<file path="config.mk">
export PLATFORM = sky130hd
export DESIGN_NAME = uhc_host_ctrl
export DESIGN_NICKNAME = d
export VERILOG_FILES = /design/src/core/uhc_pkg.sv /design/src/core/uhc_frame_if.sv /design/src/core/uhc_host_ctrl.sv /design/src/core/uhc_frame_timer.sv
export VERILOG_INCLUDE_DIRS = /design/src /design/src/core
export SDC_FILE = /design/constraint.sdc
export NUM_CORES = 1
export LEC_CHECK = 0
export BUFFER_PORTS_ARGS = -buffer_cell sky130_fd_sc_hd__buf_4
export CELL_PAD_IN_SITES_DETAIL_PLACEMENT = 1
export CELL_PAD_IN_SITES_GLOBAL_PLACEMENT = 1
export CORE_UTILIZATION = 25
export CTS_BUF_LIST = sky130_fd_sc_hd__clkbuf_8
export DETAILED_ROUTE_END_ITERATION = 8
export PLACE_DENSITY_LB_ADDON = 0.1
export SLEW_MARGIN = 30
export SYNTH_ARGS = -nofsm -noshare
export SYNTH_HDL_FRONTEND = slang
export SYNTH_SLANG_ARGS = --single-unit
export TNS_END_PERCENT = 5
</file>
<file path="constraint.sdc">
create_clock -name mclk_i -period 11.7 [get_ports mclk_i]
set_input_delay 1.755 -clock mclk_i [delete_from_list [all_inputs] [get_ports mclk_i]]
set_output_delay 1.755 -clock mclk_i [all_outputs]
set_load 0.02 [all_outputs]
</file>
<file path="src/core/uhc_defs.svh">
/*
  constants for the usb host control and configuration block.
  assumes 100 MHz mclk_i and an axi4-lite register bus, 8-bit address.
*/
// Functional notes
// - live j-level and se0 flags, read only
// - token busy high while token executes
// - reset bit drives bus reset; software times
// - host enable switches on both pull-downs
// - resume bit drives resume; software holds 10ms
// - pointer clear returns ping-pong to even bank
// - frame marker sent every millisecond when enabled
// - slow rate bit host only, reads zero otherwise
// - seven-bit device address, reset zero
// - token type setup, in, out; others reserved
// - threshold count is ten plus payload bytes
// - eye test bit enables eye pattern test
// - drive window monitor only when transceiver off
// - halt in idle stops module in cpu idle
// - ping-pong config selects even/odd buffering
// - comparator pin select picks three or two pins
// - bus power pull-up follows its enable bit
// - external control over serial or dedicated pins
// - comparator off takes session from digital pins
// - transceiver off routes traffic digitally
// - power enable is master switch for module
`ifndef UHC_DEFS_SVH
`define UHC_DEFS_SVH

// register byte offsets
`define UHC_A_CTRL 8'h00
`define UHC_A_ADDR 8'h04
`define UHC_A_TOK 8'h08
`define UHC_A_SOF 8'h0c
`define UHC_A_CFG1 8'h10
`define UHC_A_CFG2 8'h14
`define UHC_A_PWR 8'h18

// writable bits per register
`define UHC_M_CTRL 8'h1f
`define UHC_M_ALL 8'hff
`define UHC_M_CFG1 8'hd3
`define UHC_M_CFG2 8'h3b
`define UHC_M_PWR 8'h01
`define UHC_CFG2_LOCK 8'h03

// field positions
`define UHC_B_RST 4
`define UHC_B_HOST 3
`define UHC_B_RESUME 2
`define UHC_B_PPCLR 1
`define UHC_B_FRAME_MARKER_ENABLE 0
`define UHC_B_SLOW 7
`define UHC_B_EYE 7
`define UHC_B_OEMON 6
`define UHC_B_SIDL 4
`define UHC_B_SEL 5
`define UHC_B_PU 4
`define UHC_B_SER 3
`define UHC_B_CMPOFF 1
`define UHC_B_XOFF 0
`define UHC_B_PWR 0

// token type codes
`define UHC_PID_SETUP 4'hd
`define UHC_PID_IN 4'h9
`define UHC_PID_OUT 4'h1

// ping-pong modes
`define UHC_PP_EP1UP 2'h3
`define UHC_PP_ALL 2'h2
`define UHC_PP_EP0OUT 2'h1

// frame overhead in bytes
`define UHC_SOF_OVH 8'h0a

// times in ns and derived cycle counts
`define UHC_CLK_NS 10
`define UHC_FRAME_NS 1000000
`define UHC_FRAME_CYC (`UHC_FRAME_NS / `UHC_CLK_NS)
`define UHC_FRAME_W 17
`define UHC_FS_BYTE_NS 667
`define UHC_LS_BYTE_NS 5334
`define UHC_FS_BYTE_CYC ((`UHC_FS_BYTE_NS + `UHC_CLK_NS - 1) / `UHC_CLK_NS)
`define UHC_LS_BYTE_CYC ((`UHC_LS_BYTE_NS + `UHC_CLK_NS - 1) / `UHC_CLK_NS)
`define UHC_TOK_NS 2000
`define UHC_TOK_CYC ((`UHC_TOK_NS + `UHC_CLK_NS - 1) / `UHC_CLK_NS)
`define UHC_TOK_W 8
`define UHC_NEED_W 18

`endif

</file>
<file path="src/core/uhc_pkg.sv">
/*
  types for the usb host control block.
  assumes uhc_defs.svh is compiled alongside.
*/
package uhc_pkg;
  // token sequencer states
  typedef enum logic [1:0] {
    UHC_T_IDLE,
    UHC_T_WAIT,
    UHC_T_BUSY
  } uhc_tok_state_t;
endpackage

</file>
<file path="src/core/uhc_frame_if.sv">
/*
  frame timer carrier between the control block and its frame timer.
  assumes one clock domain.
*/
`timescale 1ns/1ps
`default_nettype none
`include "uhc_defs.svh"
interface uhc_frame_if;
  logic run; // timer counts while high
  logic tick; // one-cycle pulse per frame
  logic [`UHC_FRAME_W-1:0] left; // cycles left in frame
  modport timer(input run, output tick, output left);
  modport user(output run, input tick, input left);
endinterface
`default_nettype wire

</file>
<file path="src/core/uhc_host_ctrl.sv">
/*
  usb otg host control, address, token, frame threshold and config
  registers behind an axi4-lite slave, with token and frame sequencing.
  assumes bus lines and comparator pins are asynchronous, cpu_idle_i is
  on mclk_i, and the bus master keeps one read and one write in flight.
*/
// The implementer's own choices: the AXI4-Lite interface to the registers and the register offsets.
`timescale 1ns/1ps
`default_nettype none
`include "uhc_defs.svh"
module uhc_host_ctrl
  import uhc_pkg::*;
#(
  parameter int FRAME_CYC = `UHC_FRAME_CYC
) (
  input wire logic mclk_i,
  input wire logic nrst_i,
  input wire logic [7:0] s_axi_awaddr_i,
  input wire logic s_axi_awvalid_i,
  output logic s_axi_awready_o,
  input wire logic [31:0] s_axi_wdata_i,
  input wire logic [3:0] s_axi_wstrb_i,
  input wire logic s_axi_wvalid_i,
  output logic s_axi_wready_o,
  output logic [1:0] s_axi_bresp_o,
  output logic s_axi_bvalid_o,
  input wire logic s_axi_bready_i,
  input wire logic [7:0] s_axi_araddr_i,
  input wire logic s_axi_arvalid_i,
  output logic s_axi_arready_o,
  output logic [31:0] s_axi_rdata_o,
  output logic [1:0] s_axi_rresp_o,
  output logic s_axi_rvalid_o,
  input wire logic s_axi_rready_i,
  input wire logic dp_i,
  input wire logic dm_i,
  input wire logic bus_power_valid_pin_i,
  input wire logic session_valid_pin_i,
  input wire logic session_end_pin_i,
  input wire logic comparator_status_pin_a_i,
  input wire logic comparator_status_pin_b_i,
  input wire logic [2:0] onchip_cmp_i,
  input wire logic cpu_idle_i,
  output logic module_run_o,
  output logic host_mode_o,
  output logic line_pulldown_o,
  output logic bus_reset_drive_o,
  output logic resume_drive_o,
  output logic pingpong_pointer_clear_o,
  output logic [1:0] pingpong_config_o,
  output logic frame_marker_o,
  output logic token_start_o,
  output logic [3:0] token_pid_o,
  output logic [3:0] target_endpoint_o,
  output logic [6:0] token_addr_o,
  output logic token_pingpong_o,
  output logic slow_rate_o,
  output logic [7:0] payload_bytes_o,
  output logic eye_test_enable_o,
  output logic drive_window_n_o,
  output logic bus_power_pullup_o,
  output logic external_ctrl_serial_o,
  output logic onchip_comparator_off_o,
  output logic onchip_transceiver_off_o,
  output logic [2:0] session_status_o
);
  localparam logic [`UHC_TOK_W-1:0] TOK_LOAD = `UHC_TOK_W'(`UHC_TOK_CYC);
  localparam logic [`UHC_TOK_W-1:0] TOK_ONE = `UHC_TOK_W'(1);

  // ping-pong decision for one endpoint and direction
  function automatic logic pp_on(input logic [1:0] m, input logic [3:0] ep,
                                 input logic is_out);
    pp_on = (m == `UHC_PP_ALL) || ((m == `UHC_PP_EP1UP) && (ep != 4'h0)) ||
            ((m == `UHC_PP_EP0OUT) && (ep == 4'h0) && is_out);
  endfunction

  // threshold in cycles: count covers overhead and payload bytes
  function automatic logic [`UHC_NEED_W-1:0] need_cyc(
      input logic [7:0] cnt, input logic slow);
    need_cyc = `UHC_NEED_W'(cnt) * (slow ? `UHC_NEED_W'(`UHC_LS_BYTE_CYC) :
                                           `UHC_NEED_W'(`UHC_FS_BYTE_CYC));
  endfunction

  // reset release through two flops
  logic [1:0] rst_sync_ff;
  wire rst_n = rst_sync_ff[1];
  always_ff @(posedge mclk_i or negedge nrst_i) begin
    if (!nrst_i) rst_sync_ff <= 2'h0;
    else rst_sync_ff <= {rst_sync_ff[0], 1'b1};
  end

  // pin synchronisers, first stage only feeds the second
  logic [9:0] pin_meta_ff;
  logic [9:0] pin_ff;
  always_ff @(posedge mclk_i or negedge rst_n) begin
    if (!rst_n) begin
      pin_meta_ff <= 10'h000;
      pin_ff <= 10'h000;
    end else begin
      pin_meta_ff <= {onchip_cmp_i, comparator_status_pin_b_i,
                      comparator_status_pin_a_i, session_end_pin_i,
                      session_valid_pin_i, bus_power_valid_pin_i, dm_i, dp_i};
      pin_ff <= pin_meta_ff;
    end
  end

  // register file, low byte of each word
  logic [7:0] ctrl_ff; // host_control, writable bits 4:0
  logic [7:0] addr_ff; // device_address
  logic [7:0] tok_ff; // token_command
  logic [7:0] sof_ff; // frame_threshold
  logic [7:0] cfg1_ff; // config_one
  logic [7:0] cfg2_ff; // config_two
  logic [7:0] pwr_ff; // power_control

  // axi channel state
  logic awready_ff;
  logic wready_ff;
  logic bvalid_ff;
  logic [1:0] bresp_ff;
  logic [7:0] awaddr_ff;
  logic [7:0] wdata_ff;
  logic wstrb_ff;
  logic arready_ff;
  logic rvalid_ff;
  logic [1:0] rresp_ff;
  logic [7:0] rdata_ff;

  // token sequencer
  uhc_tok_state_t tok_state_ff;
  uhc_tok_state_t nxt_tok_state;
  logic [`UHC_TOK_W-1:0] tok_cnt_ff;
  logic start_ff;

  // mode decode
  wire pwr_on = pwr_ff[`UHC_B_PWR];
  wire run = pwr_on & ~(cfg1_ff[`UHC_B_SIDL] & cpu_idle_i);
  wire host = run & ctrl_ff[`UHC_B_HOST];
  wire slow = host & addr_ff[`UHC_B_SLOW];
  wire sof_run = host & ctrl_ff[`UHC_B_FRAME_MARKER_ENABLE];

  // live line flags; j polarity flips with speed
  wire se0 = run & ~pin_ff[0] & ~pin_ff[1];
  wire j_lvl = run & (slow ? (~pin_ff[0] & pin_ff[1]) :
                             (pin_ff[0] & ~pin_ff[1]));
  wire busy = tok_state_ff != UHC_T_IDLE;

  // frame timer
  uhc_frame_if frm();
  assign frm.run = sof_run;
  uhc_frame_timer #(.FRAME_CYC(FRAME_CYC)) u_frame (
    .clk_i(mclk_i),
    .rst_n_i(rst_n),
    .frm(frm)
  );

  // write decode
  wire wr_go = ~awready_ff & ~wready_ff & ~bvalid_ff;
  wire wr_en = wr_go & wstrb_ff;
  wire wr_map = (awaddr_ff == `UHC_A_CTRL) | (awaddr_ff == `UHC_A_ADDR) |
                (awaddr_ff == `UHC_A_TOK) | (awaddr_ff == `UHC_A_SOF) |
                (awaddr_ff == `UHC_A_CFG1) | (awaddr_ff == `UHC_A_CFG2) |
                (awaddr_ff == `UHC_A_PWR);
  wire wr_tok = wr_en & (awaddr_ff == `UHC_A_TOK);
  wire [7:0] lock = pwr_on ? `UHC_CFG2_LOCK : 8'h00;
  wire pid_ok = (wdata_ff[7:4] == `UHC_PID_SETUP) |
                (wdata_ff[7:4] == `UHC_PID_IN) |
                (wdata_ff[7:4] == `UHC_PID_OUT);

  // read decode; upper bits and reserved bits read zero
  wire [7:0] ctrl_rd = {j_lvl, se0, busy, ctrl_ff[4:0]};
  wire [7:0] addr_rd = {addr_ff[7] & ctrl_ff[`UHC_B_HOST], addr_ff[6:0]};
  wire [7:0] rd_val =
    (s_axi_araddr_i == `UHC_A_CTRL) ? ctrl_rd :
    (s_axi_araddr_i == `UHC_A_ADDR) ? addr_rd :
    (s_axi_araddr_i == `UHC_A_TOK) ? tok_ff :
    (s_axi_araddr_i == `UHC_A_SOF) ? sof_ff :
    (s_axi_araddr_i == `UHC_A_CFG1) ? cfg1_ff :
    (s_axi_araddr_i == `UHC_A_CFG2) ? cfg2_ff :
    (s_axi_araddr_i == `UHC_A_PWR) ? pwr_ff : 8'h00;
  wire rd_map = (s_axi_araddr_i == `UHC_A_CTRL) |
                (s_axi_araddr_i == `UHC_A_ADDR) |
                (s_axi_araddr_i == `UHC_A_TOK) |
                (s_axi_araddr_i == `UHC_A_SOF) |
                (s_axi_araddr_i == `UHC_A_CFG1) |
                (s_axi_araddr_i == `UHC_A_CFG2) |
                (s_axi_araddr_i == `UHC_A_PWR);

  // axi write channels: address and data taken in either order
  always_ff @(posedge mclk_i or negedge rst_n) begin
    if (!rst_n) begin
      awready_ff <= 1'b1;
      wready_ff <= 1'b1;
      bvalid_ff <= 1'b0;
      bresp_ff <= 2'h0;
      awaddr_ff <= 8'h00;
      wdata_ff <= 8'h00;
      wstrb_ff <= 1'b0;
    end else begin
      if (awready_ff && s_axi_awvalid_i) begin
        awready_ff <= 1'b0;
        awaddr_ff <= s_axi_awaddr_i;
      end
      if (wready_ff && s_axi_wvalid_i) begin
        wready_ff <= 1'b0;
        wdata_ff <= s_axi_wdata_i[7:0];
        wstrb_ff <= s_axi_wstrb_i[0];
      end
      if (wr_go) begin
        bvalid_ff <= 1'b1;
        bresp_ff <= wr_map ? 2'h0 : 2'h2; // slverr on a hole
      end else if (bvalid_ff && s_axi_bready_i) begin
        bvalid_ff <= 1'b0;
        awready_ff <= 1'b1;
        wready_ff <= 1'b1;
      end
    end
  end

  // axi read channel: data latched at the address handshake
  always_ff @(posedge mclk_i or negedge rst_n) begin
    if (!rst_n) begin
      arready_ff <= 1'b1;
      rvalid_ff <= 1'b0;
      rresp_ff <= 2'h0;
      rdata_ff <= 8'h00;
    end else if (arready_ff && s_axi_arvalid_i) begin
      arready_ff <= 1'b0;
      rvalid_ff <= 1'b1;
      rdata_ff <= rd_val;
      rresp_ff <= rd_map ? 2'h0 : 2'h2;
    end else if (rvalid_ff && s_axi_rready_i) begin
      rvalid_ff <= 1'b0;
      arready_ff <= 1'b1;
    end
  end

  // register writes; masks keep reserved bits at zero
  always_ff @(posedge mclk_i or negedge rst_n) begin
    if (!rst_n) begin
      ctrl_ff <= 8'h00;
      addr_ff <= 8'h00;
      tok_ff <= 8'h00;
      sof_ff <= 8'h00;
      cfg1_ff <= 8'h00;
      cfg2_ff <= 8'h00;
      pwr_ff <= 8'h00;
    end else if (wr_en) begin
      case (awaddr_ff)
        `UHC_A_CTRL: ctrl_ff <= wdata_ff & `UHC_M_CTRL;
        `UHC_A_ADDR: addr_ff <= wdata_ff & `UHC_M_ALL;
        `UHC_A_TOK: tok_ff <= wdata_ff & `UHC_M_ALL;
        `UHC_A_SOF: sof_ff <= wdata_ff & `UHC_M_ALL;
        `UHC_A_CFG1: cfg1_ff <= wdata_ff & `UHC_M_CFG1;
        // disables frozen while powered; the rest still writes
        `UHC_A_CFG2: cfg2_ff <= (wdata_ff & `UHC_M_CFG2 & ~lock) |
                                (cfg2_ff & lock);
        `UHC_A_PWR: pwr_ff <= wdata_ff & `UHC_M_PWR;
        default: ;
      endcase
    end
  end

  // token sequencer next state: wait for room before the next frame
  wire [`UHC_NEED_W-1:0] left_ext = `UHC_NEED_W'(frm.left);
  wire room = ~sof_run | (left_ext > need_cyc(sof_ff, slow));
  wire tok_done = tok_cnt_ff == TOK_ONE;
  always_comb begin
    nxt_tok_state = tok_state_ff;
    case (tok_state_ff)
      UHC_T_IDLE: if (wr_tok && pid_ok && host) nxt_tok_state = UHC_T_WAIT;
      UHC_T_WAIT: begin
        if (!host) nxt_tok_state = UHC_T_IDLE;
        else if (room && !frm.tick) nxt_tok_state = UHC_T_BUSY;
      end
      UHC_T_BUSY: begin
        if (!host || tok_done) nxt_tok_state = UHC_T_IDLE;
      end
      default: nxt_tok_state = UHC_T_IDLE;
    endcase
  end

  // token sequencer registers; length of a token is a fixed budget
  always_ff @(posedge mclk_i or negedge rst_n) begin
    if (!rst_n) begin
      tok_state_ff <= UHC_T_IDLE;
      tok_cnt_ff <= TOK_LOAD;
      start_ff <= 1'b0;
    end else begin
      tok_state_ff <= nxt_tok_state;
      start_ff <= (tok_state_ff == UHC_T_WAIT) &&
                  (nxt_tok_state == UHC_T_BUSY);
      if (tok_state_ff == UHC_T_BUSY) tok_cnt_ff <= tok_cnt_ff - TOK_ONE;
      else tok_cnt_ff <= TOK_LOAD;
    end
  end

  // registered outputs
  logic [7:0] o_ctl_ff; // run, host, pulldown, rst, resume, ppclr, sof
  logic [17:0] o_tok_ff; // start, pid, ep, addr, pp, slow
  logic [7:0] o_pay_ff;
  logic [6:0] o_cfg_ff; // eye, oe_n, pu, ser, cmpoff, xoff
  logic [1:0] o_pp_ff;
  logic [2:0] o_sess_ff;

  // drive window covers every interval the host drives the lines
  wire driving = (tok_state_ff == UHC_T_BUSY) | frm.tick |
                 (host & (ctrl_ff[`UHC_B_RST] | ctrl_ff[`UHC_B_RESUME]));
  wire xoff = cfg2_ff[`UHC_B_XOFF];
  wire oe_n = ~(run & cfg1_ff[`UHC_B_OEMON] & xoff & driving);
  // three-pin or two-pin interface, used only with the comparator off
  wire [2:0] ext_sess = cfg2_ff[`UHC_B_SEL] ?
                        {pin_ff[2], pin_ff[3], pin_ff[4]} :
                        {pin_ff[6], pin_ff[5], 1'b0};
  wire [2:0] sess = cfg2_ff[`UHC_B_CMPOFF] ? ext_sess : pin_ff[9:7];
  wire [7:0] pay = sof_ff - `UHC_SOF_OVH;

  always_ff @(posedge mclk_i or negedge rst_n) begin
    if (!rst_n) begin
      o_ctl_ff <= 8'h00;
      o_tok_ff <= 18'h00000;
      o_pay_ff <= 8'h00;
      o_cfg_ff <= 7'h20; // only the active-low monitor idles high
      o_pp_ff <= 2'h0;
      o_sess_ff <= 3'h0;
    end else begin
      o_ctl_ff <= {1'b0, run, host, host,
                   host & ctrl_ff[`UHC_B_RST],
                   host & ctrl_ff[`UHC_B_RESUME],
                   run & ctrl_ff[`UHC_B_PPCLR],
                   frm.tick};
      o_tok_ff <= {start_ff, tok_ff[7:4], tok_ff[3:0], addr_ff[6:0],
                   pp_on(cfg1_ff[1:0], tok_ff[3:0],
                         tok_ff[7:4] != `UHC_PID_IN),
                   slow};
      o_pay_ff <= pay;
      o_cfg_ff <= {run & cfg1_ff[`UHC_B_EYE], oe_n,
                   run & cfg2_ff[`UHC_B_PU],
                   cfg2_ff[`UHC_B_SER],
                   cfg2_ff[`UHC_B_CMPOFF], xoff, 1'b0};
      o_pp_ff <= cfg1_ff[1:0];
      o_sess_ff <= sess;
    end
  end

  assign s_axi_awready_o = awready_ff;
  assign s_axi_wready_o = wready_ff;
  assign s_axi_bvalid_o = bvalid_ff;
  assign s_axi_bresp_o = bresp_ff;
  assign s_axi_arready_o = arready_ff;
  assign s_axi_rvalid_o = rvalid_ff;
  assign s_axi_rresp_o = rresp_ff;
  assign s_axi_rdata_o = {24'h000000, rdata_ff};
  assign module_run_o = o_ctl_ff[6];
  assign host_mode_o = o_ctl_ff[5];
  assign line_pulldown_o = o_ctl_ff[4];
  assign bus_reset_drive_o = o_ctl_ff[3];
  assign resume_drive_o = o_ctl_ff[2];
  assign pingpong_pointer_clear_o = o_ctl_ff[1];
  assign frame_marker_o = o_ctl_ff[0];
  assign token_start_o = o_tok_ff[17];
  assign token_pid_o = o_tok_ff[16:13];
  assign target_endpoint_o = o_tok_ff[12:9];
  assign token_addr_o = o_tok_ff[8:2];
  assign token_pingpong_o = o_tok_ff[1];
  assign slow_rate_o = o_tok_ff[0];
  assign payload_bytes_o = o_pay_ff;
  assign eye_test_enable_o = o_cfg_ff[6];
  assign drive_window_n_o = o_cfg_ff[5];
  assign bus_power_pullup_o = o_cfg_ff[4];
  assign external_ctrl_serial_o = o_cfg_ff[3];
  assign onchip_comparator_off_o = o_cfg_ff[2];
  assign onchip_transceiver_off_o = o_cfg_ff[1];
  assign pingpong_config_o = o_pp_ff;
  assign session_status_o = o_sess_ff;
endmodule
`default_nettype wire

</file>
<file path="src/core/uhc_frame_timer.sv">
/*
  millisecond frame timer: down-counter giving a frame pulse and time left.
  assumes run comes from logic on the same clock.
*/
`timescale 1ns/1ps
`default_nettype none
`include "uhc_defs.svh"
module uhc_frame_timer #(
  parameter int FRAME_CYC = `UHC_FRAME_CYC
) (
  input wire logic clk_i,
  input wire logic rst_n_i,
  uhc_frame_if.timer frm
);
  localparam logic [`UHC_FRAME_W-1:0] LOAD = `UHC_FRAME_W'(FRAME_CYC);
  localparam logic [`UHC_FRAME_W-1:0] ONE = `UHC_FRAME_W'(1);

  logic [`UHC_FRAME_W-1:0] cnt_ff; // cycles left
  logic tick_ff; // frame pulse
  wire wrap = frm.run & (cnt_ff == ONE);

  // reload while stopped so a fresh frame starts full length
  always_ff @(posedge clk_i or negedge rst_n_i) begin
    if (!rst_n_i) begin
      cnt_ff <= LOAD;
      tick_ff <= 1'b0;
    end else begin
      cnt_ff <= (!frm.run || wrap) ? LOAD : cnt_ff - ONE;
      tick_ff <= wrap;
    end
  end

  assign frm.tick = tick_ff;
  assign frm.left = cnt_ff;
endmodule
`default_nettype wire

</file>
Word level (Yosys, flattened, before mapping)
Index checks and enable logic that the tools add are counted.
{"block": "word_totals", "register_bits": 172, "input_bits": 70, "out_inout_bits": 85, "elab_cells": 183}
{"block": "classes", "addsub": 3, "mul": 1, "order_cmp": 1, "eq_ne": 24, "n_mux": 33, "n_bitwise": 55, "reduce_logical": 34}
{"operator": "$mux W8", "n": 7}
{"operator": "$eq A8 B5 Y1 const B", "n": 6}
{"operator": "$eq A8 B4 Y1 const B", "n": 4}
{"operator": "$and A1 B1 Y1", "n": 25}
{"operator": "$gt A17 B18 Y1", "n": 1}
{"operator": "$mul A8 B10 Y18", "n": 1}
{"operator": "$or A1 B1 Y1", "n": 18}
{"operator": "$eq A17 B1 Y1 const B", "n": 1}
{"operator": "$mux W17", "n": 1}
{"operator": "$sub A17 B1 Y17 const B", "n": 1}
{"operator": "$eq A8 B3 Y1 const B", "n": 2}
{"operator": "$logic_not A8 Y1", "n": 2}
{"operator": "$mux W1", "n": 14}
{"operator": "$mux W2", "n": 7}
{"operator": "$reduce_and A2 Y1", "n": 7}
{"operator": "$logic_and A1 B1 Y1", "n": 12}
{"operator": "$mux W10", "n": 1}
{"operator": "$and A6 B8 Y8", "n": 1}
{"operator": "$and A8 B2 Y8", "n": 1}
{"operator": "$eq A2 B2 Y1 const B", "n": 4}
{"operator": "$eq A4 B4 Y1 const B", "n": 2}
{"operator": "$eq A8 B1 Y1 const B", "n": 1}
{"operator": "$not A1 Y1", "n": 8}
{"operator": "$not A2 Y8", "n": 1}
{"operator": "other kinds (14)", "n": 23}

Depth between registers and ports, before layout
Gate-level depths: netlist (run 1).
{"block": "logic_depth", "ltp_word": 15, "depth_mapped": 29, "depth_no_buf": 28}

Cells and area by module
From an unflattened synthesis (run 1), not the netlist that was laid out.
{"block": "unflattened", "hier_cells": 782, "hier_area_um2": 8742.1}
{"mod": "uhc_host_ctrl", "instances": 1, "cells_each": 695, "area_per_inst_um2": 7826.3}
{"mod": "uhc_frame_timer", "instances": 1, "cells_each": 87, "area_per_inst_um2": 915.9}

Least setup slack after synthesis (run 1)
No wires, ideal clock.
{"block": "synth_timing", "kind": "input-to-reg", "from": "input cpu_idle_i", "to": "register tok_state_ff[0]", "setup_time_ns": 0.133, "arrival_time_ns": 7.703, "setup_slack_ns": 3.864, "cell_stages": 26, "path_buffers": 1, "cell_sequence": "nand2_1 -> nand2_1 -> inv_1 -> nand3_1 -> inv_1 -> clkbuf_1 -> nand2_1 -> fa_1 -> fa_1 -> fa_1 -> fa_1 -> inv_1 -> ha_1 -> a21oi_1 -> nor2b_1 -> or4_1 -> a41o_1 -> a21oi_1 -> xor2_1 -> ha_1 -> o21a_1 -> o21a_1 -> o22ai_1 -> or4_1 -> a2111oi_0 -> nor2_1"}
{"block": "synth_between", "elab_chain_cells": 13, "word_cells_on_any_way": 20}
{"item": "start: declaration", "line": "uhc_host_ctrl.sv:43", "source": "input wire logic cpu_idle_i,"}
{"item": "$and A1 B1 Y1", "line": "uhc_host_ctrl.sv:137", "source": "wire run = pwr_on & ~(cfg1_ff[`UHC_B_SIDL] & cpu_idle_i);"}
{"item": "$not A1 Y1", "line": "uhc_host_ctrl.sv:137"}
{"item": "$and A1 B1 Y1", "line": "uhc_host_ctrl.sv:137"}
{"item": "net run", "line": "uhc_host_ctrl.sv:137"}
{"item": "$and A1 B1 Y1", "line": "uhc_host_ctrl.sv:138", "source": "wire host = run & ctrl_ff[`UHC_B_HOST];"}
{"item": "$and A1 B1 Y1", "line": "uhc_host_ctrl.sv:139", "source": "wire slow = host & addr_ff[`UHC_B_SLOW];"}
{"item": "net slow", "line": "uhc_host_ctrl.sv:139"}
{"item": "$mux W10", "line": "uhc_host_ctrl.sv:80", "source": "need_cyc = `UHC_NEED_W'(cnt) * (slow ? `UHC_NEED_W'(`UHC_LS_BYTE_CYC) :"}
{"item": "$mul A8 B10 Y18 (no line)"}
{"item": "$gt A17 B18 Y1", "line": "uhc_host_ctrl.sv:266", "source": "wire room = ~sof_run | (left_ext > need_cyc(sof_ff, slow));"}
{"item": "$or A1 B1 Y1", "line": "uhc_host_ctrl.sv:266"}
{"item": "$logic_and A1 B1 Y1", "line": "uhc_host_ctrl.sv:274", "source": "else if (room && !frm.tick) nxt_tok_state = UHC_T_BUSY;"}
{"item": "$mux W2", "line": "uhc_host_ctrl.sv:274"}
{"item": "$mux W2", "line": "uhc_host_ctrl.sv:273", "source": "if (!host) nxt_tok_state = UHC_T_IDLE;"}
{"item": "$pmux W2 S3", "line": "uhc_host_ctrl.sv:270", "source": "case (tok_state_ff)"}
{"item": "net nxt_tok_state[0]", "line": "uhc_host_ctrl.sv:131", "source": "uhc_tok_state_t nxt_tok_state;"}
{"item": "end signal: assignment", "line": "uhc_host_ctrl.sv:290", "source": "tok_state_ff <= nxt_tok_state;"}
{"item": "end: declaration", "line": "uhc_host_ctrl.sv:130", "source": "uhc_tok_state_t tok_state_ff;"}
The timed path passes the listed nets, and every way through them passes these cells.
A chain may end at the register's enable or synchronous reset.

Worst setup path after layout (run 1)
{"block": "layout_timing", "from": "input cpu_idle_i", "to": "register tok_state_ff[1]"}
{"block": "layout_between", "elab_chain_cells": 13, "word_cells_on_any_way": 20}
{"item": "$and A1 B1 Y1 *", "line": "uhc_host_ctrl.sv:137"}
{"item": "$not A1 Y1 *", "line": "uhc_host_ctrl.sv:137"}
{"item": "$and A1 B1 Y1 *", "line": "uhc_host_ctrl.sv:137"}
{"item": "net run", "line": "uhc_host_ctrl.sv:137"}
{"item": "$and A1 B1 Y1 *", "line": "uhc_host_ctrl.sv:138"}
{"item": "$and A1 B1 Y1", "line": "uhc_host_ctrl.sv:139"}
{"item": "$mux W10", "line": "uhc_host_ctrl.sv:80"}
{"item": "$mul A8 B10 Y18 (no line)"}
{"item": "$gt A17 B18 Y1", "line": "uhc_host_ctrl.sv:266"}
{"item": "$or A1 B1 Y1", "line": "uhc_host_ctrl.sv:266"}
{"item": "$logic_and A1 B1 Y1", "line": "uhc_host_ctrl.sv:274"}
{"item": "$mux W2", "line": "uhc_host_ctrl.sv:274"}
{"item": "$mux W2", "line": "uhc_host_ctrl.sv:273"}
{"item": "$pmux W2 S3 *", "line": "uhc_host_ctrl.sv:270"}
{"item": "net nxt_tok_state[1]", "line": "uhc_host_ctrl.sv:131"}
The timed path passes the listed nets; every way through them passes the cells marked *.

==> impl_metrics.toml, run 1 <==
[outcome]
outcome = "finished, final reports clean"

[critical_path]
crit_start = "cpu_idle_i"
cp.depth = 26
slowest_delay_ns = 0.57
rr_worst_depth = 25
worstReg2RegStart = "cfg1_ff[4]"
crit_top_cell = "fa_1"
slowest_stage = "fa_1"
critical-path-top-delay-family = "adder cells"
critPathMaxFanout = 11
startpoint_type = "input port"
cp.arrival_ns = 8.79
worst_ep_required_time_ns = 12.10
critPathCaptureType = "register"
critical_path_buf_inv_count = 4
path_class = "in2reg"

[timing]
rsz0062_at_grt = "false"
min_period_ns = 8.39
finalMaxSlewViolations = 0
slew_headroom_pct = 51.9
max_freq_ghz = 0.119
hold_viol_final = 0
setup_ws_ns = 3.31
hold_ws_ns = 0.234
setup_tns_ns = 0
tightest_slew_ns = 0.722
finalCritPeriodShare_pct = 71.7
finalSetupViolCount = 0
clock_skew_ns = 0.0156

[clocking]
cts.sinks = 166
clockBufferDepth = 2
post_cts_buffers = 0
cts_buffers = 17
cts_tree = "built"
hold_buffers = 0
clkLatencyLatePin_ns = 0.47
clk_pin_slew_ns = 0.12
cts-resized-gates = 0
cts-htree-levels = 4
cts_root_buf = "clkbuf_8"

[synth]
syn_area_per_cell_sq_um = 11.4
synth_xor_area_share_pct = 3.63
ys_async_sr_fraction_pct = 100
synth_top_family_by_area = "adder cells"
seq_area_frac_synth_pct = 48.0
yosys_warnings = 0
synthDistinctLibCells = 69
synth-seq-cells = 166
ys.flop_type = "dfrtp_1"
synth_fa_ha_area_share_pct = 14.1
synth_edf_count = 0
synth_compound_area_share_pct = 7.39
synth_mux_area_share_pct = 8.36
netlist_instances = 760
netlist_area_sq_um = 8680
yosys.area_share.simple_pct = 12.6

[detailed_routing]
drc = 0
via_count = 5809
wl_mm = 22.8
dr.pass1.iters = 4
vias_per_cell = 4.36
drtIter0Drc = 191
route.antenna.remaining_nets = 0
route.detailed.wl_per_inst_um = 17.2

[placed_design]
dp_slack_ns = 2.73
numPortBuffers = 101
placed_cell_area_sq_um = 9870
finalWeightedCongestion = 0.732
dp_hpwl_mm = 17.4
place_inst = 1299

[cells_and_area]
num_antenna_cells = 0
layout-drive-gt1-share_pct = 25.1
fillCellCount = 3827
fin_cells = 1331
nets = 1027
area_growth_pct = 18.9
mostFrequentLayoutCell = "dfrtp_1"
mostFrequentLayoutCells = "dfrtp_1 (152), buf_4 (101), ha_1 (69), inv_1 (66)"
final_util_pct = 30.5
finalInstanceArea_sq_um = 10300

[power_and_ir_drop]
power.total_mw = 1.74
p_leak_nw = 5.15
peakVddDrop_mv = 0.0867
p_per_area_nw_per_um2 = 169

[min_path]
hold_class = "reg2async"

[floorplan]
initial_core_util_pct = 25.6
pin_count = 155
num_rows = 67
die_h_um = 188
die_w_um = 188
fp.coreArea_sq_um = 33900
dieArea_sq_um = 35500

[grt]
antenna_found_initial = 0
grt-ovfl-total = 0
grt_pass1_vias = 6340
track_usage_pct = 13.6
grt_max_degree = 80
grt_pass1_wl_mm = 37.1

[run]
cap_violations = 0
## worst reg2reg max path, stage by stage, from the launching register on
cell,delay (ns)
dfrtp_1,0.41
nand2_1,0.21
nand2_1,0.11
inv_1,0.19
nand3_1,0.35
inv_1,0.42
nand2_1,0.16
fa_1,0.57
fa_1,0.46
fa_1,0.54
fa_1,0.54
inv_1,0.04
ha_1,0.37
a21oi_1,0.16
nor2b_1,0.06
or4_1,0.54
a41o_1,0.26
a21oi_1,0.17
xor2_1,0.20
ha_1,0.28
and3_1,0.21
nand4_1,0.11
nor2_1,0.07
or4_1,0.42
a2111o_1,0.40
nand3_1,0.11
## final timing paths
| kind | end | slack, ns |
|---|---|---|
| worst max register to register | tok_state_ff[1] | 4.29 |
| min in group mclk_i | o_tok_ff[17] | 0.36 |
| max in group asynchronous | rdata_ff[6] | 9.84 |
| worst min-delay path | awaddr_ff[7] | 0.23 |
| worst min register to register | awaddr_ff[7] | 0.23 |
| worst max-delay path | tok_state_ff[1] | 3.31 |
## metal layers
layer / GRT usage (%) / share of wire [%]
met3: 2.92 / 3.3
met5: 0 / 0
met1: 19.1 / 50
met2: 21.4 / 46
met4: 3.19 / 0.92
## where the power goes
part | internal (mW) | switching [mW]
Combinational | 0.238 | 0.286
Sequential | 0.660 | 0.112
Clock | 0.172 | 0.274
## cells in the mapped netlist, types with 12 or more instances
| cell type | instances | area [sq um] |
|---|---|---|
| xor2_1 | 13 | 114 |
| buf_4 | 28 | 210 |
| fa_1 | 18 | 360 |
| xnor2_1 | 23 | 201 |
| nand2_1 | 54 | 203 |
| dfstp_2 | 13 | 342 |
| dfrtp_1 | 153 | 3830 |
| inv_1 | 66 | 248 |
| nand3_1 | 14 | 70.1 |
| ha_1 | 69 | 863 |
| o21ai_0 | 27 | 135 |
| a21oi_1 | 19 | 95.1 |
| mux2_2 | 54 | 608 |
| and3_1 | 12 | 75.1 |
| nor2_1 | 49 | 184 |
## kinds of logic after synthesis
group                      after synthesis
and+or+nand+nor                        205
DFF                                    166
buffers and inverters                  106
AOI/OAI and AO/OA                       95
adders and majority gates               87
muxes                                   63
xor gates and xnor gates                36
other                                    2
## cell type report
type	instances	area [sq um]	share of cell area [%]
sequential	166	4170	40.4
multi-input combinational	516	4110	39.8
timing repair buffer	103	781	7.56
tap	448	561	5.43
inverter	66	248	2.40
clock buffer	17	234	2.27
clock inverter	15	214	2.07
## registers in the layout (all words and copies together), names as in the netlist, 2 cells and up, named ones only
| register | flops |
|---|---|
| u_frame.frm.left | 17 |
| o_cfg_ff | 6 |
| o_tok_ff | 18 |
| sof_ff | 8 |
| rst_sync_ff | 2 |
| pin_ff | 10 |
| ctrl_ff | 5 |
| tok_cnt_ff | 8 |
| wdata_ff | 8 |
| pingpong_config_o | 2 |
| pin_meta_ff | 10 |
| o_ctl_ff | 6 |
| awaddr_ff | 8 |
| addr_ff | 8 |
| cfg1_ff | 5 |
| tok_ff | 8 |
| rdata_ff | 8 |
| tok_state_ff | 2 |
| session_status_o | 3 |
| cfg2_ff | 3 |
| payload_bytes_o | 8 |
Power figures use the tool's default switching activity.
==> run 2, diff against run 1 <==
Settings changed: ABC_AREA from default to 1.
Clock period 11.7 ns to 8.3 ns, I/O delays scaled along.
==> run 2 against run 1 <==
Worst hold slack gained 0.037 ns; cell count up 14%; sequential power increased by 41%; via count up 10%; highest routed layer unchanged; worst setup slack got worse by 1.7 ns; final area increased by 0.79%.
==> impl_metrics.toml, run 2 <==
[detailed_routing]
drc = 0
route.antenna.remaining_nets = 0
via_count = 6409
drtIter0Drc = 240
dr.pass1.iters = 5
wl_mm = 24.0
route.detailed.wl_per_inst_um = 15.8
vias_per_cell = 4.22

[synth]
synth_top_area_cell = "dfrtp_1"
yosysMostFrequentCell = "nand2_1"
synth_common_cells = "nand2_1 (156), dfrtp_1 (153), inv_1 (138)"
netlist_instances = 932
syn_area_per_cell_sq_um = 9.42
synth_edf_count = 0
yosys_warnings = 0
ys.flop_type = "dfrtp_1"
netlist.area_leader.share_pct = 43.6
synthDistinctLibCells = 51
seq_area_frac_synth_pct = 47.5
synth.area.top_cells = "dfrtp_1 (44%), ha_1 (9.8%), nand2_1 (6.7%)"
ys_async_sr_fraction_pct = 100
synth-seq-cells = 166
netlist_area_sq_um = 8780

[clocking]
cts.sinks = 166
cts-resized-gates = 0
clockBufferDepth = 2
post_cts_buffers = 0
cts_root_buf = "clkbuf_8"
cts_buffers = 17
cts-htree-levels = 4
clkLatencyLatePin_ns = 0.49
clk_pin_slew_ns = 0.09
hold_buffers = 0
cts_tree = "built"

[timing]
finalMaxSlewViolations = 0
tightest_slew_ns = 0.809
setup_ws_ns = 1.59
clock_skew_ns = 0.0237
finalSetupViolCount = 0
slew_headroom_pct = 46.0
rsz0062_at_grt = "false"
hold_viol_final = 0
min_period_ns = 6.71
finalCritPeriodShare_pct = 80.8
max_freq_ghz = 0.149
setup_tns_ns = 0

[floorplan]
fp.coreArea_sq_um = 34500
die_w_um = 189
die_h_um = 189
num_rows = 68
initial_core_util_pct = 25.4
pin_count = 155
dieArea_sq_um = 35900

[grt]
grt-ovfl-total = 0
grt_pass1_vias = 6698
grt_max_degree = 75
grt_pass1_wl_mm = 38.0
antenna_found_initial = 0
track_usage_pct = 14.1

[critical_path]
cp.arrival_ns = 7.08
reg2reg_slack_ns = 2.04
startpoint_type = "input port"
slowest_delay_ns = 0.56
critPathMaxFanout = 10
crit_top_cell = "nand2_1"
rr_worst_depth = 30
worst_ep_required_time_ns = 8.67
worstReg2RegStart = "cfg1_ff[4]"
critPathCaptureType = "register"
slowest_stage = "fa_1"
path_class = "in2reg"
critical-path-top-delay-family = "adder cells"
r2r_end = "tok_state_ff[0]"
critical_path_buf_inv_count = 4

[cells_and_area]
finalInstanceArea_sq_um = 10400
mostFrequentLayoutCells = "nand2_1 (156), dfrtp_1 (152), inv_1 (140), buf_4 (103), nor2_1 (91)"
largest_reg_flops = 18
nets = 1207
area_growth_pct = 18.5
max_flop_register = "o_tok_ff"
fillCellCount = 4093
layout-drive-gt1-share_pct = 19.1
mostFrequentLayoutCell = "nand2_1"
num_antenna_cells = 0

[run]
cap_violations = 0

[placed_design]
dp_slack_ns = 0.974
placed_cell_area_sq_um = 10000
numPortBuffers = 101
finalWeightedCongestion = 0.747
dp_hpwl_mm = 18.8

[power_and_ir_drop]
peakVddDrop_mv = 0.117
p_leak_nw = 5.20
power.total_mw = 2.51
p_per_area_nw_per_um2 = 242

[outcome]
outcome = "finished, final reports clean"

[min_path]
hold_class = "reg2async"
[run 2: cell types whose count changed after synthesis, moves of 11 or more]
| cell | previous run | this run |
|---|---|---|
| xnor2_1 | 23 | 10 |
| o21ai_0 | 27 | 56 |
| mux2_2 | 54 | 8 |
| and3_1 | 12 | 0 |
| nand2_1 | 54 | 156 |
| nand3_1 | 14 | 25 |
| a21oi_1 | 19 | 41 |
| nor2_1 | 49 | 91 |
| inv_1 | 66 | 138 |
[run 2: where the power goes]
part	leakage, nW	internal, mW	switching, mW	total (mW)
Combinational	2.89	0.298	0.514	0.812
Clock	0.208	0.288	0.323	0.611
Sequential	2.10	0.969	0.121	1.09
[run 2: per-stage QoR]
stage,utilization (%),hold WS (ns),instances
floorplan,-,0.331,960
global placement,28.9,0.288,1486
detailed placement,28.9,0.292,1486
CTS,30.1,0.300,1518
global route,30.1,0.312,1518
finish,30.1,0.271,1518
[run 2: cell type report]
class | instances | area [sq um] | share of cell area, %
repair buffers | 104 | 785 | 7.54
multi-input cells | 613 | 3910 | 37.6
clock inverters | 13 | 146 | 1.41
well taps | 455 | 569 | 5.47
flip-flops and latches | 166 | 4170 | 40.1
inverters | 148 | 558 | 5.36
clock buffers | 19 | 262 | 2.51
[run 2: cell families after synthesis]
family | Yosys count | share of synthesized area (%)
muxes | 8 | 1.03
other | 2 | 0.0856
DFF | 166 | 47.5
and+or+nand+nor | 321 | 16.7
buffers and inverters | 181 | 9.12
xor gates and xnor gates | 26 | 2.59
adders and majority gates | 87 | 13.9
AOI/OAI and AO/OA | 141 | 9.02
[run 2: worst register-to-register path: cells and delay by family (launching register included)]
kind	cells	cell delay, ns
fa+ha+maj	6	2.70
buf+inv	3	0.27
flops	1	0.42
xor+xnor	1	0.18
simple gates	13	1.42
compound gates	7	1.19
[run 2: how the worst max path moves through the flow]
| stage | startpoint | end | cells past startpoint |
|---|---|---|---|
| final | cpu_idle_i | tok_state_ff[0] | 31 |
| after global routing | cpu_idle_i | tok_state_ff[0] | 34 |
| after CTS | cpu_idle_i | tok_state_ff[0] | 34 |
| after detailed placement | cpu_idle_i | tok_state_ff[0] | 34 |
| after global placement | cpu_idle_i | tok_state_ff[0] | 34 |
| after floorplan | cpu_idle_i | tok_state_ff[0] | 33 |
[run 2: layer usage]
metal | track usage [%] | routed length, um
met1 | 19.5 | 12000
met2 | 21.6 | 10800
met3 | 3.52 | 942
met4 | 4.13 | 291
met5 | 0 | 0
==> run 3, diff against run 2 <==
Clock period 8.3 ns to 6.3 ns, I/O delays scaled along.
==> run 3 against run 2 <==
Clock power is 21% higher; count of clock-buffer cells in the layout grew 1; core utilization increased by 0.59 points; wire length is 0.76% higher; sequential cell count unchanged; global-route usage up 0.20 points; critical path type unchanged; critical endpoint unchanged; largest cell class unchanged.
==> impl_metrics.toml, run 3 (synthesis gave the netlist of run 2 again) <==
[outcome]
outcome = "finished, final reports clean"

[placed_design]
dp_hpwl_mm = 19.1
finalWeightedCongestion = 0.779
numPortBuffers = 101
place_inst = 1512

[cells_and_area]
max_flop_register = "o_tok_ff"
mostFrequentLayoutCell = "nand2_1"
mostFrequentLayoutCells = "nand2_1 (155), dfrtp_1 (152), inv_1 (139), buf_4 (130), nor2_1 (91)"
largest_reg_flops = 18
fin_cells = 1545
area_growth_pct = 20.9
num_antenna_cells = 0
layout-drive-gt1-share_pct = 21.9
nets = 1234

[grt]
grt-ovfl-total = 0
grt_pass1_vias = 6898
grt_max_degree = 75
grt_pass1_wl_mm = 39.0
antenna_found_initial = 0
track_usage_pct = 14.3

[timing]
finalSetupViolCount = 0
min_period_ns = 5.85
rsz0062_at_grt = "false"
finalCritPeriodShare_pct = 92.9
max_freq_ghz = 0.171
hold_viol_final = 0
finalMaxSlewViolations = 0
clock_skew_ns = 0.0157
slew_headroom_pct = 47.8
hold_ws_ns = 0.252
tightest_slew_ns = 0.783

[floorplan]
pin_count = 155
die_h_um = 189
dieArea_sq_um = 35900
die_w_um = 189
fp.coreArea_sq_um = 34500
num_rows = 68
initial_core_util_pct = 25.4

[critical_path]
critPathCaptureType = "register"
critical_path_buf_inv_count = 4
slowest_delay_ns = 0.56
worstReg2RegStart = "cfg1_ff[4]"
path_class = "in2reg"
crit_end = "tok_state_ff[0]"
crit_top_cell = "nand2_1"
worst_ep_required_time_ns = 6.66
startpoint_type = "input port"
r2r_end = "tok_state_ff[0]"
slowest_stage = "fa_1"
critical-path-top-delay-family = "adder cells"
reg2reg_slack_ns = 0.60
crit_start = "cpu_idle_i"
critPathMaxFanout = 3
rr_worst_depth = 33
cp.depth = 34
cp.arrival_ns = 6.21

[power_and_ir_drop]
p_per_area_nw_per_um2 = 310
p_leak_nw = 5.34
peakVddDrop_mv = 0.147

[detailed_routing]
drc = 0
wl_mm = 24.2
route.detailed.wl_per_inst_um = 15.6
route.antenna.remaining_nets = 0
drtIter0Drc = 198
dr.pass1.iters = 4
via_count = 6451
vias_per_cell = 4.18

[clocking]
cts.sinks = 166
clk_pin_slew_ns = 0.09
cts-htree-levels = 4
cts_buffers = 17
cts_root_buf = "clkbuf_8"
clkLatencyLatePin_ns = 0.47
clockBufferDepth = 2
cts_tree = "built"

[min_path]
hold_class = "in2async"

[run]
cap_violations = 0
-- run 3: cell count changes in the layout (fill, tap and decap cells not counted), moves of 3 or more --
cell and change:
a21oi_1 -3, a21oi_2 +3, buf_4 +27, clkinv_4 +3
inv_6 -4
-- run 3: layer usage --
metal  vias up  track usage [%]  wire length [um]
li1       3221                -                 -
met1      3130             19.9             11900
met2        92             22.2             11000
met3         8             3.60              1090
met4         0             3.26               165
met5         -                0                 0
-- run 3: worst min path at each step --
stage                        start                  end  slack (ns)  cells after the start
detailed placement  rst_sync_ff[1]  u_frame.frm.left[8]        0.31                      0
CTS                         nrst_i       rst_sync_ff[1]        0.20                      1
floorplan                 start_ff         o_tok_ff[17]        0.33                      0
finish                      nrst_i       rst_sync_ff[1]        0.25                      1
global placement    rst_sync_ff[1]  u_frame.frm.left[8]        0.30                      0
global route                nrst_i       rst_sync_ff[1]        0.21                      1
-- run 3: cell type report --
cell class | instances | area [sq um]
well taps | 455 | 569
multi-input cells | 613 | 3950
fillers | 4091 | 23900
inverters | 148 | 558
clock buffers | 20 | 275
clock inverters | 12 | 98.8
flip-flops and latches | 166 | 4170
repair buffers | 131 | 987
-- run 3: repair_timing --
item / 4_1_cts / 5_1_grt
resized for setup: 0 / 10
setup buffers: 0 / 1
endpoints found under the setup margin: 0 / 3
hold buffers: 0 / 0
-- run 3: power by group --
part	switching (mW)	internal (mW)	total (mW)	leakage (nW)
clock	0.428	0.312	0.740	0.196
sequential	0.159	1.28	1.44	2.10
combinational	0.687	0.423	1.11	3.04
total	1.27	2.01	3.29	5.34
-- run 3: per-stage QoR --
| stage | setup WS (ns) | power [mW] | util, % | TNS (ns) | instance area, sq um |
|---|---|---|---|---|---|
| 6_report | 0.446 | 3.29 | 30.7 | 0 | 10600 |
| 5_1_grt | 0.0185 | 3.55 | 30.7 | 0 | 10600 |
| 4_1_cts | 0.129 | 3.37 | 30.6 | 0 | 10600 |
| 3_5_place_dp | -0.337 | 2.60 | 29.5 | -0.928 | 10200 |
| 3_3_place_gp | -0.297 | 2.59 | 29.5 | -0.840 | 10200 |
| 2_1_floorplan | 0.149 | 2.11 | - | 0 | 8880 |
